==> config.mk <==
export PLATFORM = sky130hd
export DESIGN_NAME = sild_driver
export DESIGN_NICKNAME = d
export VERILOG_FILES = /design/src/hw/sild_pkg.sv /design/src/hw/sild_driver.sv
export VERILOG_INCLUDE_DIRS = /design/src /design/src/hw
export SDC_FILE = /design/constraint.sdc
export NUM_CORES = 1
export LEC_CHECK = 0
export BUFFER_PORTS_ARGS = -buffer_cell sky130_fd_sc_hd__buf_2
export CAP_MARGIN = 20
export CORE_MARGIN = 5
export CORE_UTILIZATION = 50
export CTS_CLUSTER_DIAMETER = 80
export DETAILED_ROUTE_END_ITERATION = 8
export PLACE_DENSITY = 0.72
export SLEW_MARGIN = 40
export SYNTH_ARGS = -nofsm -noshare
export SYNTH_HDL_FRONTEND = slang
export SYNTH_SLANG_ARGS = --single-unit
==> constraint.sdc <==
create_clock -name core_clk_i -period 1.5 [get_ports core_clk_i]
set_input_delay 0.3 -clock core_clk_i [delete_from_list [all_inputs] [get_ports core_clk_i]]
set_output_delay 0.3 -clock core_clk_i [all_outputs]
set_load 0.05 [all_outputs]
==> src/hw/sild_consts.svh <==
/*
 * Constants of the serial-in latched output driver: stage count, input
 * slot positions in the synchroniser vectors, and timing figures.
 * Assumes the core clock runs at 25 MHz; included by bare name.
 */
`ifndef SILD_CONSTS_SVH
`define SILD_CONSTS_SVH

// ****************************************************************
// Widths
// ****************************************************************
`define SILD_STAGES 8
`define SILD_NUM_IN 4

// ****************************************************************
// Slot of each pin input in the synchroniser vectors
// ****************************************************************
`define SILD_IN_SCLK 0
`define SILD_IN_SDAT 1
`define SILD_IN_STB 2
`define SILD_IN_EN 3

// ****************************************************************
// Reset values
// ****************************************************************
`define SILD_RST_BYTE 8'h00
`define SILD_RST_IN 4'h0
`define SILD_RST_BIT 1'b0
// Driver word with every output switched off
`define SILD_DRV_OFF 8'h00

// ****************************************************************
// Timing
// ****************************************************************
`define SILD_CLK_PERIOD_NS 40
// Least gap from the last shift clock to the strobe (a host duty)
`define SILD_CLK_TO_STB_NS 300
`define SILD_CLK_TO_STB_CYC ((`SILD_CLK_TO_STB_NS + `SILD_CLK_PERIOD_NS - 1) / `SILD_CLK_PERIOD_NS)

`endif

==> src/hw/sild_pkg.sv <==
/*
 * Types of the serial-in latched output driver.
 * Assumes sild_consts.svh is on the include path.
 */
`include "sild_consts.svh"

package sild_pkg;

    // ****************************************************************
    // Whole state of the driver, registered as one word
    // ****************************************************************
    typedef struct packed {
        logic [`SILD_NUM_IN-1:0] sync0;  // First synchroniser stage
        logic [`SILD_NUM_IN-1:0] sync1;  // Second synchroniser stage
        logic [`SILD_NUM_IN-1:0] sync2;  // Third synchroniser stage
        logic [`SILD_NUM_IN-1:0] filt;   // Agreed input levels
        logic [`SILD_STAGES-1:0] shreg;  // Shift stages, bit 0 first
        logic [`SILD_STAGES-1:0] latch;  // Output latches
        logic [`SILD_STAGES-1:0] drive;  // Output drivers, 1 = on
        logic sdo;                       // Serial data output
    } sild_state_type;

endpackage : sild_pkg
==> src/hw/sild_driver.sv <==
/*
 * Serial-in, latched eight-output driver: shift register, transparent
 * latches and output drivers, rebuilt on a fast core clock.
 * Assumes all four control pins are asynchronous to core_clk_i and that
 * the host shift clock is much slower (320 ns period in the bench).
 */
// Notes on behaviour
// - Rising shift clock loads data into stage one
// - Each rising edge moves stages toward output
// - Strobe high: latches follow shift stages
// - Enable high: outputs off, storage untouched
// - Enable low: outputs follow their latches
`timescale 1ns/1ps
`default_nettype none
`include "sild_consts.svh"

module sild_driver (
    input wire logic core_clk_i,
    input wire logic rstn_i,
    input wire logic shift_clk_i,
    input wire logic ser_data_i,
    input wire logic strobe_i,
    input wire logic enable_i,
    output logic ser_data_o,
    output logic [`SILD_STAGES-1:0] drive_o
);

    // ****************************************************************
    // State
    // ****************************************************************
    sild_pkg::sild_state_type st_r;
    sild_pkg::sild_state_type st_nxt;
    logic sclk_rise;

    // ****************************************************************
    // Next-state logic
    // ****************************************************************

    // Pins pass three flops; a level counts once stages two and three agree
    always_comb begin
        st_nxt = st_r;
        st_nxt.sync0 = {enable_i, strobe_i, ser_data_i, shift_clk_i};
        st_nxt.sync1 = st_r.sync0;
        st_nxt.sync2 = st_r.sync1;
        for (int i = 0; i < `SILD_NUM_IN; i++) begin
            if (st_r.sync1[i] == st_r.sync2[i]) begin
                st_nxt.filt[i] = st_r.sync1[i];
            end
        end

        // Data and clock share one pipeline, so they stay aligned
        sclk_rise = st_nxt.filt[`SILD_IN_SCLK] & ~st_r.filt[`SILD_IN_SCLK];
        if (sclk_rise) begin
            st_nxt.shreg = {st_r.shreg[`SILD_STAGES-2:0], st_nxt.filt[`SILD_IN_SDAT]};
        end

        // Latches see the stage value of this same cycle, as a wire would
        if (st_nxt.filt[`SILD_IN_STB]) begin
            st_nxt.latch = st_nxt.shreg;
        end else begin
            st_nxt.latch = st_r.latch;
        end

        // Enable only gates the drivers; stages and latches keep running
        if (st_nxt.filt[`SILD_IN_EN]) begin
            st_nxt.drive = `SILD_DRV_OFF;
        end else begin
            st_nxt.drive = st_nxt.latch;
        end
        st_nxt.sdo = st_nxt.shreg[`SILD_STAGES-1];
    end

    // ****************************************************************
    // State register
    // ****************************************************************

    // Reset is ours alone: it clears everything so outputs start off
    always_ff @(posedge core_clk_i or negedge rstn_i) begin
        if (!rstn_i) begin
            st_r.sync0 <= `SILD_RST_IN;
            st_r.sync1 <= `SILD_RST_IN;
            st_r.sync2 <= `SILD_RST_IN;
            st_r.filt <= `SILD_RST_IN;
            st_r.shreg <= `SILD_RST_BYTE;
            st_r.latch <= `SILD_RST_BYTE;
            st_r.drive <= `SILD_RST_BYTE;
            st_r.sdo <= `SILD_RST_BIT;
        end else begin
            st_r <= st_nxt;
        end
    end

    // Outputs straight from flops
    assign ser_data_o = st_r.sdo;
    assign drive_o = st_r.drive;
endmodule : sild_driver
`default_nettype wire

# Word-level counts from Yosys, hierarchy flattened
# Index checks and enable logic that the tools add are counted.
# totals
in_bits	6
elab_cells	21
output_inout_bits	9
reg_bits	41
# classes
n_eq_ne	4
n_bitwise	2
n_mux	7
# ops
cell	n
$mux W8	3
$eq A1 B1 Y1	4
$mux W1	4
$and A1 B1 Y1	1
$not A1 Y1	1

# Longest topological paths before layout
# Gate-level depths: netlist (run 1).
# depth
word_depth	6
depth_mapped	4
depth_no_buf	3

# Worst setup path before layout (run 1)
# OpenSTA, ideal clock, no wires.
# synth_path
kind	reg-to-reg
startpoint	register st_r, in the netlist st_nxt[31]
endpoint	register st_r, in the netlist drive_o[6]
setup_ns	0.135
path_stages_with_launch	5
arrival_ns	1.018
t_required_ns	1.365
n_path_buf	1
period_less_slack_ns	1.154
setup_slack_ns	0.346
path_cell_list	dfrtp_1 -> maj3_2 -> buf_6 -> nor2_1 -> a211oi_1
# synth_rtl
item	line	source
start: declaration	sild_driver.sv:31	sild_pkg::sild_state_type st_r;
start signal: assignment	sild_driver.sv:89	st_r <= st_nxt;

==> metrics.cfg, run 1 <==
[logic_synthesis]
avgSynthCellArea_um2 = 14.4
synthMuxAreaShare_pct = 5.79
synthTopCellsByCount = dfrtp_1 (40), buf_4 (9)
synthArstFlopShare_pct = 100
syn_inst = 96
synthFlopType = dfrtp_1
synth_nets = 102
synth_warnings = 0
synthXorXnorAreaFrac_pct = 0
synth.most_common_cell = dfrtp_1
synth_top_family_by_area = buffers and inverters
synth_area_leader_cell = dfrtp_1
syn_area_um2 = 1380
yosys-top-cells-area = dfrtp_1 (72%), mux2i_1 (5.8%), buf_4 (4.9%)
synthAdderAreaFrac_pct = 2.99
synth_seq_cells = 40
yosysSeqAreaShare_pct = 72.4
synth.distinct_cells = 12
synth-compound-area-share_pct = 7.24
synth-edff-count = 0
synth_top_area_share_pct = 72.4
synth-simple-area-share_pct = 2.71

[final_layout]
final_util_pct = 54.7
antenna_cells = 0
design_area_um2 = 1480
num-nets-final = 115
area_growth_pct = 7.24
drive_gt1_share_pct = 20.9

[clock_tree]
cts_max_level = 2
cts_made_buffers = 5
cts.path.max_buffers = 2
clk_latency_ps = 340
cts.reportedPaths.clkPinSlew_ps = 100
post_cts_buffers = 0
cts_sinks = 40
ctsHoldBuffers = 1
root_buffer = clkbuf_4
tritoncts = built
cts-resized-gates = 0

[flow_run]
drv_cap = 0

[global_routing]
grt_max_degree = 41
antenna_found_initial = 0
grt_overflow_total = 0
grt_pass1_vias = 754
track_usage_pct = 11.4
grt_pass1_wl_um = 3370

[routing]
routedWlPerCell_um = 12.8
num_vias = 683
ant_nets = 0
route.detailed.drc = 0
routed_wl_um = 1800
drt_iter0_drc = 15
viasPerCell = 4.84
firstDrtPassIters = 3

[worst_hold_path]
hold_path.class = input port to register

[die]
chipHeight_um = 62.6
die_w_um = 62.6
initial_core_util_pct = 51.0
die_area_um2 = 3920
core_area_um2 = 2710
pin_count = 15
num_rows = 19

[status]
outcome = finished clean

[sta]
finClkSkew_ps = 5.77
fmax_mhz = 774
slew_headroom_pct = 67.9
rsz0062_at_grt = false
timing.final.crit_period_ps = 1290
setup_ws_ps = 208
finalSetupTns_ps = 0
finalHoldViolCount = 0
fin_crit_sh_pct = 86.1
setup_violations = 0
drv_slew = 0
tightest_slew_ps = 481

[power_and_ir_drop]
leakagePower_nw = 0.763
cellPowerDensity_nw_per_um2 = 1760
ir_drop_mv = 0.958
design_power_total_mw = 2.60

[setup_path]
worst_setup_path_end_kind = register
cp-start-kind = register
cp_data_arrival_time_ps = 1490
path_max_fanout = 25
worstPathRequired_ps = 1700
critical_path_class = register to register

[place]
gp_congestion = 0.698
place.port_buffers = 14
hpwl_um = 1200
place_area_um2 = 1410
post-place-ws_ps = 211

[worst max-delay path: stages, from the launching register on]
cell      delay, ps
dfrtp_1         400
maj3_2          480
nor2_1          200
a211oi_1         70
[routing by layer]
| metal | global-route usage [%] | vias to the layer above | wire length [um] |
|---|---|---|---|
| met5 | 0 | - | 0 |
| met4 | 6.37 | 0 | 47 |
| met3 | 7.19 | 6 | 131 |
| met2 | 16.3 | 13 | 858 |
| met1 | 13.0 | 327 | 766 |
| li1 | - | 337 | - |
[worst paths after layout]
kind                                      startpoint                    to  slack (ps)  cells after the start
min in group asynchronous                     rstn_i  st_nxt[34]$_DFF_PN0_         530                      3
worst min register to register  st_nxt[34]$_DFF_PN0_  st_nxt[30]$_DFF_PN0_         360                      0
worst min-delay path                        enable_i  st_nxt[36]$_DFF_PN0_          60                      1
worst max-delay path            st_nxt[31]$_DFF_PN0_  drive_o[5]$_DFF_PN0_         210                      3
max in group asynchronous                     rstn_i    st_r[22]$_DFF_PN0_         630                      3
worst max register to register  st_nxt[31]$_DFF_PN0_  drive_o[5]$_DFF_PN0_         210                      3
[cells in the final DEF, fill, tap and decap left out, drive strengths merged]
| cell | synthesis | layout |
|---|---|---|
| dfrtp | 40 | 40 |
| inv | 8 | 8 |
| mux2i | 8 | 8 |
| maj3 | 4 | 4 |
| nand3b | 1 | 1 |
| buf | 10 | 16 |
| a211oi | 8 | 8 |
| clkbuf | 1 | 8 |
| nor2 | 8 | 8 |
| dlygate4sd3 | 0 | 1 |
| a21oi | 8 | 8 |
[where the power goes]
group / total (mW) / switching [mW] / internal [mW]
combinational: 0.639 / 0.462 / 0.176
sequential: 1.43 / 0.0974 / 1.33
clock: 0.540 / 0.308 / 0.231
[cell type report]
class / count / area [um2]
Multi-Input combinational cell: 37 / 259
Tap cell: 31 / 38.8
Sequential cell: 40 / 1000
Fill cell: 233 / 1230
Clock buffer: 8 / 58.8
Timing Repair Buffer: 17 / 95.1
Inverter: 8 / 30.0
[state kept, by name, indices dropped and copies added (netlist names)]
register / cells
st_nxt: 8
drive_o: 8
ser_data_o: 1
st_r: 23
[stage by stage]
stage	hold slack, ps	cells
after floorplan	4.41	96
after global placement	333	132
after detailed placement	335	132
after CTS	40.7	141
after global routing	22.7	141
final	60.1	141
[kinds of logic (layout without fill, tap and decap cells)]
logic type | Yosys count | after routing
muxes | 8 | 8
DFF | 40 | 40
buffers and inverters | 19 | 33
adders and majority gates | 4 | 4
and+or+nand+nor | 9 | 9
AOI/OAI and AO/OA | 16 | 16
No activity file was read; power rests on OpenSTA's default activity.
==> run 2: changes to the inputs <==
--- a/config.mk
+++ b/config.mk
@@ -6,13 +6,17 @@
 export SDC_FILE = /design/constraint.sdc
 export NUM_CORES = 1
 export LEC_CHECK = 0
+export ABC_CLOCK_PERIOD_IN_PS = 1500
 export BUFFER_PORTS_ARGS = -buffer_cell sky130_fd_sc_hd__buf_2
 export CAP_MARGIN = 20
+export CELL_PAD_IN_SITES_DETAIL_PLACEMENT = 0
+export CELL_PAD_IN_SITES_GLOBAL_PLACEMENT = 2
 export CORE_MARGIN = 5
-export CORE_UTILIZATION = 50
+export CORE_UTILIZATION = 39
 export CTS_CLUSTER_DIAMETER = 80
 export DETAILED_ROUTE_END_ITERATION = 8
-export PLACE_DENSITY = 0.72
+export PLACE_DENSITY = 0.77
+export REMOVE_ABC_BUFFERS = 1
 export SLEW_MARGIN = 40
 export SYNTH_ARGS = -nofsm -noshare
 export SYNTH_HDL_FRONTEND = slang
==> run 2 against run 1 <==
Effect of this change: hold slack got worse by 4.3 ps; first-iteration DRC count grew 100%; sequential cell count is the same; worst setup slack worse by 20 ps; sequential power about the same; non-clock buffer count did not move; clock power up 2%; global-route usage shrank 2.4 points; critical endpoint is now drive_o[2]$_DFF_PN0_; largest power group unchanged.
==> metrics.cfg, run 2 (synthesis results as in run 1) <==
[status]
outcome = finished clean

[final_layout]
area_growth_pct = 9.50
design_area_um2 = 1510  ; +2.1%
regMostFlops = st_r
num-nets-final = 115  ; unchanged
largest_reg_flops = 23  ; unchanged
instances_no_fill = 156  ; +11%
final_cell_mix = dfrtp_1 (40), buf_2 (14)
drive_gt1_share_pct = 20.9  ; unchanged
antenna_cells = 0  ; unchanged
layout_commonest_cell = dfrtp_1

[power_and_ir_drop]
cellPowerDensity_nw_per_um2 = 1730  ; -1.7%
design_power_total_mw = 2.61  ; +0.32%
leakagePower_nw = 0.768  ; +0.60%
ir_drop_mv = 0.604  ; -37%

[clock_tree]
cts.path.max_buffers = 2  ; unchanged
cts_sinks = 40  ; unchanged
tritoncts = built
ctsHoldBuffers = 1  ; unchanged
cts_max_level = 2  ; unchanged
root_buffer = clkbuf_4
post_cts_buffers = 0  ; unchanged
cts.reportedPaths.clkPinSlew_ps = 110  ; about the same
clk_latency_ps = 340  ; about the same
cts-resized-gates = 0  ; unchanged
cts_made_buffers = 5  ; unchanged

[place]
hpwl_um = 1210  ; +0.19%
gp_congestion = 0.691  ; -0.93%
place.port_buffers = 14  ; unchanged
place_inst = 147  ; +11%
place_area_um2 = 1450  ; +2.2%
post-place-ws_ps = 232  ; +21.0 ps

[global_routing]
grt_max_degree = 26  ; -37%
track_usage_pct = 9.02  ; -2.4 points
grt_pass1_vias = 727  ; -3.6%
grt_overflow_total = 0  ; unchanged
grt_pass1_wl_um = 3210  ; -4.9%
antenna_found_initial = 0  ; unchanged

[setup_path]
cp-start-kind = register
worst_setup_path_end_kind = register
worstPathRequired_ps = 1730  ; +30 ps
cp_data_arrival_time_ps = 1550  ; +60 ps
path_max_fanout = 25  ; unchanged
critical_path_class = register to register
r2r_cells = 3  ; unchanged

[routing]
viasPerCell = 4.54  ; -6.2%
route.detailed.drc = 0  ; unchanged
routedWlPerCell_um = 11.8  ; -7.7%
ant_nets = 0  ; unchanged
num_vias = 709  ; +3.8%
firstDrtPassIters = 4  ; +1
routed_wl_um = 1840  ; +2.1%
drt_iter0_drc = 30  ; +15

[sta]
setup_violations = 0  ; unchanged
fin_crit_sh_pct = 87.5  ; +1.3 points
finClkSkew_ps = 11.4  ; +5.60 ps
tightest_slew_ps = 446  ; -35.8 ps
fmax_mhz = 762  ; -1.5%
finalHoldViolCount = 0  ; unchanged
setup_ws_ps = 188  ; -20.1 ps
slew_headroom_pct = 70.3  ; +2.4 points
finalSetupTns_ps = 0  ; unchanged
timing.final.crit_period_ps = 1310  ; +20.1 ps
drv_slew = 0  ; unchanged
rsz0062_at_grt = false

[die]
initial_core_util_pct = 40.8  ; -10 points
num_rows = 21  ; +2
pin_count = 15  ; unchanged
core_area_um2 = 3390  ; +25%
die_area_um2 = 4840  ; +23%
chipHeight_um = 69.5  ; +11%
die_w_um = 69.5  ; +11%

[worst_hold_path]
hold_path.class = input port to register
whs_path_depth = 1  ; unchanged

[flow_run]
drv_cap = 0  ; unchanged

[run 2: cell counts in the layout (fill, tap and decap cells not counted)]
Identical to the previous run, type by type.
[run 2: final cells by class]
cell class / count / area [um2]
clock buffers: 8 / 58.8
fillers: 305 / 1880
multi-input cells: 37 / 259
well taps: 46 / 57.6
inverters: 8 / 30.0
repair buffers: 17 / 108
flip-flops and latches: 40 / 1000
[run 2: worst paths after layout]
kind	from	to	slack (ps)
max	st_r[27]$_DFF_PN0_	drive_o[2]$_DFF_PN0_	190
min	shift_clk_i	st_nxt[33]$_DFF_PN0_	60
max reg2reg	st_r[27]$_DFF_PN0_	drive_o[2]$_DFF_PN0_	190
min reg2reg	st_nxt[36]$_DFF_PN0_	st_nxt[32]$_DFF_PN0_	350
max in group asynchronous	rstn_i	st_r[20]$_DFF_PN0_	610
min in group asynchronous	rstn_i	st_nxt[29]$_DFF_PN0_	420
[run 2: power breakdown]
group	total (mW)	internal, mW	switching [mW]	leakage, nW
Clock	0.549	0.231	0.317	0.0326
Combinational	0.643	0.180	0.463	0.254
Sequential	1.42	1.33	0.0927	0.482
Total	2.61	1.74	0.873	0.768
[run 2: layer usage]
layer,up-vias,wire length [um],global-route usage (%)
met3,8,101,3.91
met5,-,0,0
met2,18,816,12.2
li1,341,-,-
met4,0,81,8.46
met1,342,842,10.5
[run 2: critical path, cell delays in order, from the launching register on]
cell and delay, ps:
dfrtp_1 360, maj3_2 460, nor2_1 110, a211oi_1 270
[run 2: metrics by stage]
stage | hold slack [ps] | util, %
after floorplan | 4.41 | -
after CTS | 35.3 | 44.7
final | 55.8 | 44.7
after global routing | 42.4 | 44.7
after global placement | 269 | 42.6
after detailed placement | 275 | 42.6
